$ cat config.mk
export PLATFORM = sky130hd
export DESIGN_NAME = power_monitor_irq_mask
export DESIGN_NICKNAME = d
export VERILOG_FILES = /design/src/hw/pq_irq_pkg.sv /design/src/hw/sticky_flags.sv /design/src/hw/power_monitor_irq_mask.sv
export SDC_FILE = /design/constraint.sdc
export NUM_CORES = 1
export LEC_CHECK = 0
export BUFFER_PORTS_ARGS = -buffer_cell sky130_fd_sc_hd__buf_2
export CAP_MARGIN = 20
export CORE_ASPECT_RATIO = 1.1
export CORE_MARGIN = 3
export CORE_UTILIZATION = 35
export DETAILED_ROUTE_END_ITERATION = 16
export PLACE_DENSITY = 0.58
export SLEW_MARGIN = 20
export SYNTH_ARGS = -nofsm -noshare
export SYNTH_HDL_FRONTEND = slang
export SYNTH_SLANG_ARGS = --single-unit
$ cat constraint.sdc
create_clock -name sys_clk -period 1.5 [get_ports sys_clk]
set_input_delay 0.075 -clock sys_clk [delete_from_list [all_inputs] [get_ports sys_clk]]
set_output_delay 0.075 -clock sys_clk [all_outputs]
set_load 0.02 [all_outputs]
$ cat src/hw/pq_irq_pkg.sv
// constants, register map and carrier types for the secondary interrupt enable block
package pq_irq_pkg;
    localparam int unsigned REG_ADDR_W = 16;
    localparam int unsigned REG_DATA_W = 32;
    // register map, word addresses on the host register port
    localparam logic [15:0] IRQ_ENABLE_ADDR = 16'h0406;
    localparam logic [15:0] IRQ_STATUS_ADDR = 16'h0403;
    localparam logic [15:0] CHECKSUM_ADDR = 16'h0420;
    localparam logic [15:0] SETUP3_ADDR = 16'h0421;
    // reset values
    localparam logic [31:0] IRQ_ENABLE_RST = 32'h0000_0000;
    localparam logic [31:0] CHECKSUM_RST = 32'h0000_0000;
    localparam logic [3:0] OC_SELECT_RST = 4'h0;
    // bit positions
    localparam int unsigned FAULT_ZERO_BIT = 28;
    localparam int unsigned FAULT_ONE_BIT = 29;
    localparam int unsigned FAULT_TWO_BIT = 30;
    localparam int unsigned FAULT_THREE_BIT = 31;
    localparam int unsigned CRC_DONE_BIT = 27;
    localparam int unsigned CRC_CHANGED_BIT = 26;
    localparam int unsigned SAG_A_BIT = 23;
    localparam int unsigned SURGE_A_BIT = 20;
    localparam int unsigned PHASE_ORDER_BIT = 18;
    localparam int unsigned OVERCURRENT_BIT = 17;
    localparam int unsigned CURRENT_ZX_A_BIT = 13;
    localparam int unsigned MERGED_ZX_BIT = 12;
    localparam int unsigned VOLTAGE_ZX_A_BIT = 9;
    localparam int unsigned OC_SELECT_LSB = 0;
    localparam int unsigned OC_SELECT_W = 4;
    // bits implemented in this group; reserved 19 and 16 and the lower group read zero
    localparam logic [31:0] IMPL_BITS = 32'hFFF6_FE00;
    // errors that never gate on the mask
    localparam logic [31:0] UNMASKABLE_BITS = 32'h3000_0000;
    // errors held until a reset of either kind
    localparam logic [31:0] RESET_ONLY_BITS = 32'hB000_0000;

    typedef enum logic [1:0] {
        CRC_IDLE = 2'b01,
        CRC_WAIT = 2'b10
    } crc_state_type;

    typedef struct packed {
        logic wr;
        logic rd;
        logic [15:0] addr;
        logic [31:0] wdata;
    } reg_req_type;

    typedef struct packed {
        logic [3:0] fault;
        logic crc_force;
        logic crc_done;
        logic crc_changed;
        logic [31:0] crc_value;
        logic [2:0] sag_level;
        logic [2:0] surge_level;
        logic phase_order_fault;
        logic [3:0] overcurrent;
        logic [2:0] current_zx;
        logic merged_zx;
        logic [2:0] voltage_zx;
    } monitor_events_type;
endpackage : pq_irq_pkg

$ cat src/hw/sticky_flags.sv
// sticky status flags: hardware set, software write-one clear, reset-only bits
`timescale 1ns/1ps
module sticky_flags import pq_irq_pkg::*; #(
    parameter int unsigned WIDTH = 32,
    parameter logic [31:0] HOLD_BITS = RESET_ONLY_BITS
) (
    input wire logic sys_clk,
    input wire logic rst_n,
    input wire logic sw_reset,
    input wire logic [WIDTH-1:0] set_bits,
    input wire logic [WIDTH-1:0] clear_bits,
    output logic [WIDTH-1:0] flags
);
    logic [WIDTH-1:0] flags_q;
    logic [WIDTH-1:0] flags_d;
    wire logic [WIDTH-1:0] clear_ok = clear_bits & ~HOLD_BITS[WIDTH-1:0];

    // set beats a clear landing in the same cycle
    assign flags_d = (flags_q & ~clear_ok) | set_bits;
    assign flags = flags_q;

    always_ff @(posedge sys_clk or negedge rst_n) begin
        if (!rst_n) begin
            flags_q <= '0;
        end else if (sw_reset) begin
            flags_q <= '0;
        end else begin
            flags_q <= flags_d;
        end
    end
endmodule : sticky_flags

$ cat src/hw/power_monitor_irq_mask.sv
// secondary interrupt enable register with its status flags and interrupt pin
// Operation
// - fault three interrupts only with mask bit 31; held until reset.
// - fault two interrupts only when mask bit 30 is one.
// - faults one and zero always interrupt; cleared only by reset.
// - bit 27 enables interrupt when a forced checksum computation finishes.
// - bit 26 enables interrupt on checksum change; result register takes new value.
// - bits 25..23 enable interrupt when phase C, B, A enters sag.
// - bits 22..20 enable interrupt when phase C, B, A enters surge.
// - bit 18 enables interrupt on a phase order fault.
// - bit 17 enables interrupt on overcurrent of any selected current channel.
// - bits 15..13 enable interrupt on phase C, B, A current zero crossing.
// - bit 12 enables interrupt on merged voltage zero crossing.
// - bits 11..9 enable interrupt on phase C, B, A voltage zero crossing.
`timescale 1ns/1ps
module power_monitor_irq_mask import pq_irq_pkg::*; (
    input wire logic sys_clk,
    input wire logic rst_n,
    input wire logic sw_reset,
    input wire reg_req_type reg_req,
    input wire monitor_events_type events,
    output logic [31:0] reg_rdata,
    output logic reg_rvalid,
    output logic [31:0] checksum_value_reg,
    output logic irq_n
);
    function automatic logic addr_hit(input logic [15:0] addr, input logic [15:0] target);
        addr_hit = (addr == target);
    endfunction : addr_hit

    logic [31:0] secondary_interrupt_enable_q;
    logic [3:0] overcurrent_channel_select_q;
    logic [31:0] checksum_q;
    logic [2:0] sag_prev_q;
    logic [2:0] surge_prev_q;
    crc_state_type crc_state_q;
    crc_state_type crc_state_d;
    logic [31:0] rdata_q;
    logic rvalid_q;
    logic irq_n_q;
    logic [31:0] status;

    wire logic hit_enable = addr_hit(reg_req.addr, IRQ_ENABLE_ADDR);
    wire logic hit_status = addr_hit(reg_req.addr, IRQ_STATUS_ADDR);
    wire logic hit_checksum = addr_hit(reg_req.addr, CHECKSUM_ADDR);
    wire logic hit_setup3 = addr_hit(reg_req.addr, SETUP3_ADDR);
    wire logic wr_enable = reg_req.wr && hit_enable;
    wire logic wr_setup3 = reg_req.wr && hit_setup3;
    wire logic [31:0] clear_bits = (reg_req.wr && hit_status) ? reg_req.wdata : 32'h0000_0000;

    // only a done that follows a forced request counts
    wire logic crc_done_ok = events.crc_done && (crc_state_q == CRC_WAIT);
    wire logic [2:0] sag_enter = events.sag_level & ~sag_prev_q;
    wire logic [2:0] surge_enter = events.surge_level & ~surge_prev_q;
    wire logic oc_hit = |(events.overcurrent & overcurrent_channel_select_q);

    logic [31:0] set_bits;
    always_comb begin
        set_bits = 32'h0000_0000;
        set_bits[FAULT_THREE_BIT] = events.fault[3];
        set_bits[FAULT_TWO_BIT] = events.fault[2];
        set_bits[FAULT_ONE_BIT] = events.fault[1];
        set_bits[FAULT_ZERO_BIT] = events.fault[0];
        set_bits[CRC_DONE_BIT] = crc_done_ok;
        set_bits[CRC_CHANGED_BIT] = events.crc_changed;
        set_bits[SAG_A_BIT +: 3] = sag_enter;
        set_bits[SURGE_A_BIT +: 3] = surge_enter;
        set_bits[PHASE_ORDER_BIT] = events.phase_order_fault;
        set_bits[OVERCURRENT_BIT] = oc_hit;
        set_bits[CURRENT_ZX_A_BIT +: 3] = events.current_zx;
        set_bits[MERGED_ZX_BIT] = events.merged_zx;
        set_bits[VOLTAGE_ZX_A_BIT +: 3] = events.voltage_zx;
    end

    sticky_flags #(
        .WIDTH(32),
        .HOLD_BITS(RESET_ONLY_BITS)
    ) u_flags (
        .sys_clk(sys_clk),
        .rst_n(rst_n),
        .sw_reset(sw_reset),
        .set_bits(set_bits),
        .clear_bits(clear_bits),
        .flags(status)
    );

    // mask bits 29 and 28 are stored but gate nothing
    wire logic [31:0] pending = status & (secondary_interrupt_enable_q | UNMASKABLE_BITS);

    always_comb begin
        crc_state_d = crc_state_q;
        case (crc_state_q)
            CRC_IDLE: begin
                if (events.crc_force) begin
                    crc_state_d = CRC_WAIT;
                end
            end
            CRC_WAIT: begin
                if (events.crc_done) begin
                    crc_state_d = CRC_IDLE;
                end
            end
            default: begin
                crc_state_d = CRC_IDLE;
            end
        endcase
    end

    wire logic [31:0] read_mux =
        hit_enable ? secondary_interrupt_enable_q :
        hit_status ? (status & IMPL_BITS) :
        hit_checksum ? checksum_q :
        hit_setup3 ? {28'h000_0000, overcurrent_channel_select_q} :
        32'h0000_0000;

    always_ff @(posedge sys_clk or negedge rst_n) begin
        if (!rst_n) begin
            secondary_interrupt_enable_q <= IRQ_ENABLE_RST;
            overcurrent_channel_select_q <= OC_SELECT_RST;
            checksum_q <= CHECKSUM_RST;
            crc_state_q <= CRC_IDLE;
            sag_prev_q <= 3'h0;
            surge_prev_q <= 3'h0;
            rdata_q <= 32'h0000_0000;
            rvalid_q <= 1'b0;
            irq_n_q <= 1'b1;
        end else if (sw_reset) begin
            secondary_interrupt_enable_q <= IRQ_ENABLE_RST;
            overcurrent_channel_select_q <= OC_SELECT_RST;
            checksum_q <= CHECKSUM_RST;
            crc_state_q <= CRC_IDLE;
            sag_prev_q <= events.sag_level;
            surge_prev_q <= events.surge_level;
            rdata_q <= 32'h0000_0000;
            rvalid_q <= 1'b0;
            irq_n_q <= 1'b1;
        end else begin
            if (wr_enable) begin
                // reserved bits never store, so they read zero
                secondary_interrupt_enable_q <= reg_req.wdata & IMPL_BITS;
            end
            if (wr_setup3) begin
                overcurrent_channel_select_q <= reg_req.wdata[OC_SELECT_LSB +: OC_SELECT_W];
            end
            if (events.crc_changed) begin
                checksum_q <= events.crc_value;
            end
            crc_state_q <= crc_state_d;
            sag_prev_q <= events.sag_level;
            surge_prev_q <= events.surge_level;
            rdata_q <= reg_req.rd ? read_mux : rdata_q;
            rvalid_q <= reg_req.rd;
            irq_n_q <= ~|pending;
        end
    end

    assign reg_rdata = rdata_q;
    assign reg_rvalid = rvalid_q;
    assign checksum_value_reg = checksum_q;
    assign irq_n = irq_n_q;
endmodule : power_monitor_irq_mask

==> Word level (Yosys, flattened, before mapping) <==
Index checks and enable logic that the tools add are counted.
{ "word_totals": {"word_cells": 59, "output_inout_bits": 66, "ff_bits": 142, "in_bits": 110} }
{ "op_classes": {"mux": 20, "n_reduce_logical": 12, "n_bitwise": 9, "n_eq_ne": 8} }
{ "ops": {"columns": ["cell", "n"], "rows": [
  ["32-bit two-way mux", 10],
  ["32-bit AND", 2],
  ["16-bit by 11-bit equality test with 1-bit output, second input constant", 4],
  ["31-bit NOT with 32-bit output", 1],
  ["32-bit OR", 1],
  ["32-bit OR reduction", 1],
  ["31-bit two-way mux", 1],
  ["4-bit two-way mux", 3],
  ["2-bit nonzero test", 4],
  ["3-bit AND", 2],
  ["2-bit two-way mux", 3],
  ["3-bit != test, second input constant", 2],
  ["3-bit NOT", 2],
  ["4-bit AND", 1],
  ["1-bit logical AND", 4],
  ["2-bit case mux with 2 select lines", 1],
  ["4-bit OR reduction", 1],
  ["2-bit by 1-bit equality test with 1-bit output, second input constant", 1],
  ["2-bit equality test, second input constant", 1],
  ["1-bit two-way mux", 2],
  ["2-bit AND reduction", 1],
  ["1-bit zero test", 1]
]} }

==> Longest topological paths before layout <==
{ "depth": {"word_depth": 7, "depth_mapped": 6} }

==> Hierarchy <==
A second synthesis with hierarchy kept.
{ "unflattened": {"cells_unflattened": 629, "hier_area_um2": 6179.7} }
{ "by_module_without_submodules": {"columns": ["module", "n_inst", "area_each_um2", "cells_per_inst"], "rows": [
  ["power_monitor_irq_mask", 1, 4887.2, 501],
  ["sticky_flags", 1, 1292.5, 128]
]} }

==> Least setup slack after synthesis <==
Ideal clock, no wire load.
{ "synth_timing": {"path_kind": "input-to-reg", "startpoint": "input reg_req[45] in the netlist's numbering", "endpoint": "register rdata_q[16] (netlist: reg_rdata[16])", "n_path_buf": 0, "setup_ps": 122, "slack_ps": 210, "t_required_ps": 1378, "t_arrival_ps": 1168, "stages": 4, "cell_sequence": "nor4_4 nand4_4 o21a_1 a32o_1"} }
{ "synth_via": {"elab_chain_len": 6, "word_cells_on_any_way": 8, "classes_between": "eq/ne: 3; mux: 5"} }
{ "synth_lines": {"columns": ["item", "line_no", "source"], "rows": [
  ["start: declaration", "power_monitor_irq_mask.sv:20", "input wire reg_req_type reg_req,"],
  ["16-bit by 11-bit equality test with 1-bit output", "power_monitor_irq_mask.sv:28", "addr_hit = (addr == target);"],
  ["32-bit two-way mux", "power_monitor_irq_mask.sv:112", "hit_checksum ? checksum_q :"],
  ["32-bit two-way mux", "power_monitor_irq_mask.sv:111", "hit_status ? (status & IMPL_BITS) :"],
  ["32-bit two-way mux (*)", "power_monitor_irq_mask.sv:110", "hit_enable ? secondary_interrupt_enable_q :"],
  ["32-bit two-way mux (*)", "power_monitor_irq_mask.sv:151", "rdata_q <= reg_req.rd ? read_mux : rdata_q;"],
  ["32-bit two-way mux (*)", "power_monitor_irq_mask.sv:127", "end else if (sw_reset) begin"],
  ["end signal: assignment", "power_monitor_irq_mask.sv:151", null],
  ["end: declaration", "power_monitor_irq_mask.sv:38", "logic [31:0] rdata_q;"]
]} }
Every way passes the cells marked *; elsewhere a longest branch is shown, timed or not. The select of a mux whose other input is x is not followed.
A chain may end at the register's enable or synchronous reset.

==> Final worst setup path <==
{ "layout_timing": {"startpoint": "register secondary_interrupt_enable_q[13]", "endpoint": "register irq_n_q (netlist: irq_n)"} }
{ "layout_via": {"elab_chain_len": 4} }
{ "layout_lines": {"columns": ["item", "line_no", "source"], "rows": [
  ["start: declaration", "power_monitor_irq_mask.sv:31", "logic [31:0] secondary_interrupt_enable_q;"],
  ["start signal: assignment", "power_monitor_irq_mask.sv:140", "secondary_interrupt_enable_q <= reg_req.wdata & IMPL_BITS;"],
  ["32-bit AND", "power_monitor_irq_mask.sv:88", "wire logic [31:0] pending = status & (secondary_interrupt_enable_q | UNMASKABLE_BITS);"],
  ["32-bit OR reduction", "power_monitor_irq_mask.sv:153", "irq_n_q <= ~|pending;"],
  ["1-bit zero test", "power_monitor_irq_mask.sv:153", null],
  ["1-bit two-way mux", "power_monitor_irq_mask.sv:127", null],
  ["end signal: assignment", "power_monitor_irq_mask.sv:153", null],
  ["end: declaration", "power_monitor_irq_mask.sv:40", "logic irq_n_q;"]
]} }
Every way passes these cells.

==> metrics.yaml <==
sta:
  finalCritPeriodShare_pct: 87.48
  fin_crit_ps: 1312
  slew_headroom_pct: 69.30
  max_freq_mhz: 762.1
  hold_ws_ps: 27.19
  setup_viol: 0
  skew_ps: 5.303
  tightest_slew_ps: 460.4
  rsz0062_at_grt: "false"
  drv_slew: 0
  hold_violations: 0
final_layout:
  finalCoreUtilization_pct: 52.67
  synthToLayoutAreaGrowth_pct: 44.45
  layout_common_cells: "buf_2 (167), dfrtp_1 (118), dlygate4sd3_1 (79)"
  final_common_cell: "buf_2"
  num-nets-final: 908
  drive_gt1_share_pct: 29.96
die:
  fp-row-count: 47
  coreArea_sq_mm: 0.01541
  die_h_um: 138.9
  die_area_sq_mm: 0.01761
  initial_core_util_pct: 36.46
  ios: 176
  die_w_um: 126.8
global_routing:
  met3_usage_pct: 4.430
  grt_util_met2_pct: 33.95
  grt_pass1_vias: 5459
  grt_max_degree: 70
  antenna_found_initial: 3
  grt_pass1_wl_mm: 29.34
  top_usage_layer: "met2"
  grt_overflow: 0
  met1_usage_pct: 28.19
  track_usage_pct: 21.07
critical_path:
  endpoint_kind: "register"
  setup.worst_path.start: "secondary_interrupt_enable_q[13]"
  reg2reg_to: "irq_n"
  worstPathMaxFanout: 3
  crit_path_start_kind: "register"
  slowest_stage: "dfrtp_1"
  reg2regPathDepth: 4
  crit_required_ps: 1810
  r2r_slack_ps: 190
  crit_end: "irq_n"
  worstPathArrival_ps: 1630
  max_stage_delay_ps: 420
  setup.worst_path.class: "register to register"
  r2r_start: "secondary_interrupt_enable_q[13]"
  path_cells: "a22o_1 -> a221oi_1 -> nand4_1 -> o21bai_1"
synthesis:
  ys_seq_area_share_pct: 53.50
  yosysUniqueCellTypes: 48
  synth_top_area_share_pct: 52.56
  synthMuxAreaShare_pct: 5.702
  synth_top_area_cell: "dfrtp_1"
  synth.ff_latch_count: 120
  synthAdderAreaFrac_pct: 0
  syn_area_sq_mm: 0.005618
  netlist_instances: 544
  synth_xor_xnor_area_share_pct: 0
  ys_warn_count: 0
  synth_compound_gate_area_share_pct: 20.62
  synth_area_per_cell_sq_um: 10.33
  ys_top_cells_by_area: "dfrtp_1 (53%), mux2i_1 (5.7%), o21ai_0 (5.2%), a21oi_1 (4.8%), nor2_1 (3.3%)"
  yosys.area_share.simple_pct: 14.45
  syn-num-nets: 654
  synth_top_family_by_area: "compound AO/OA/AOI/OAI gates"
cts:
  post_cts_resized: 0
  cts_sinks: 120
  cts_buffers: 17
  clockBufferDepth: 2
  h-tree-depth: 4
  cts_hold_buf: 79
  cts_root_buf: "clkbuf_16"
  cts_tree: "yes"
  insertion_delay_ps: 410
  post_cts_buffers: 0
  path_clk_slew_ps: 50
power_and_ir_drop:
  p_leak_nw: 3.819
  ir_drop_v: 0.0006855
  power_density_mw_per_mm2: 1021
detailed_routing:
  routed-via-count: 5386
  drt-pass1-iter-count: 5
  wire_per_inst_um: 18.44
  antenna_left: 0
  drt_wl_total_mm: 18.63
  vias_per_cell: 5.333
  drtIter0Drc: 284
  drt_drc_violations_left: 0
status:
  outcome: "finished clean"
placement:
  dp_hpwl_mm: 13.65
  portBuffers: 168
  gp_congestion: 0.9007
hold_path:
  min_from: "events[7]"
  hold_class: "primary input to register"
flow_run:
  drv_cap: 0
worst min path at each step:
stage          cells after the start  slack (ps)                endpoint
6_report                           3          30       u_flags.flags[17]
5_1_grt                            3          60       u_flags.flags[17]
4_1_cts                            3           8       u_flags.flags[17]
3_5_place_dp                       2         100  checksum_value_reg[16]
3_3_place_gp                       2         100  checksum_value_reg[16]
2_1_floorplan                      0        -220   checksum_value_reg[0]
synthesized netlist by cell type (all sizes together):
| master | count |
|---|---|
| nand2 | 27 |
| and2 | 1 |
| dlygate4sd1 | 3 |
| and3 | 1 |
| o21ai | 80 |
| a31oi | 1 |
| a22oi | 11 |
| and2b | 1 |
| a32o | 7 |
| clkbuf | 23 |
| nor2b | 1 |
| a2bb2oi | 21 |
| a211oi | 1 |
| nor4 | 2 |
| nand4 | 26 |
| o21a | 1 |
| buf | 13 |
| nand2b | 6 |
| nor3 | 2 |
| or3b | 1 |
| and3b | 1 |
| dfrtp | 118 |
| nor4b | 6 |
| nand3 | 13 |
| mux2i | 32 |
| a221oi | 2 |
| o21bai | 1 |
| nor2 | 50 |
| a22o | 2 |
| dlymetal6s2s | 4 |
| a311oi | 10 |
| inv | 12 |
| nor3b | 2 |
| and4 | 3 |
| nand3b | 3 |
| a21oi | 54 |
| dfstp | 2 |
critical path, delay by kind of cell, from the launching register on:
family | cells | cell delay [ps]
AO/OA/AOI/OAI | 3 | 680
flip-flops | 1 | 420
AND/OR/NAND/NOR | 1 | 120
report_power, final:
group | switching (W) | total (W) | internal (W)
clock network | 0.00138 | 0.00394 | 0.00255
logic | 0.000475 | 0.000902 | 0.000428
registers | 0.000101 | 0.00344 | 0.00334
total | 0.00196 | 0.00828 | 0.00632
metal layers:
metal,wire length [um],up-vias,share of wire (%)
met2,9143,214,49
met3,1042,29,5.6
met4,437,2,2.3
met1,7995,2621,43
li1,-,2520,-
met5,7,-,0.038
per-stage QoR:
step	cells	instance area, sq um	total power (W)	setup slack, ps	setup TNS [ps]
4_1_cts	1007	8108	0.008383	196.2	0
3_5_place_dp	896	6740	0.004246	-6.805	-24.33
2_1_floorplan	544	5618	0.003806	210.3	0
3_3_place_gp	896	6740	0.004229	37.13	0
5_1_grt	1009	8113	0.008593	113.0	0
6_report	1010	8115	0.008282	187.8	0
area by class of cell:
cell class	instances	area, sq um
Antenna cell	3	7.507
Clock buffer	22	474.2
Fill cell	1429	7292
Inverter	12	45.04
Clock inverter	10	102.6
Timing Repair Buffer	278	1942
Multi-Input combinational cell	369	2293
Sequential cell	120	3005
Tap cell	196	245.2
logic make-up after synthesis:
logic type             count (synthesis)
AOI/OAI and AO/OA                    191
and+or+nand+nor                      146
DFF                                  120
buffers and inverters                 55
muxes                                 32
No activity file was read; power rests on OpenSTA's default activity.
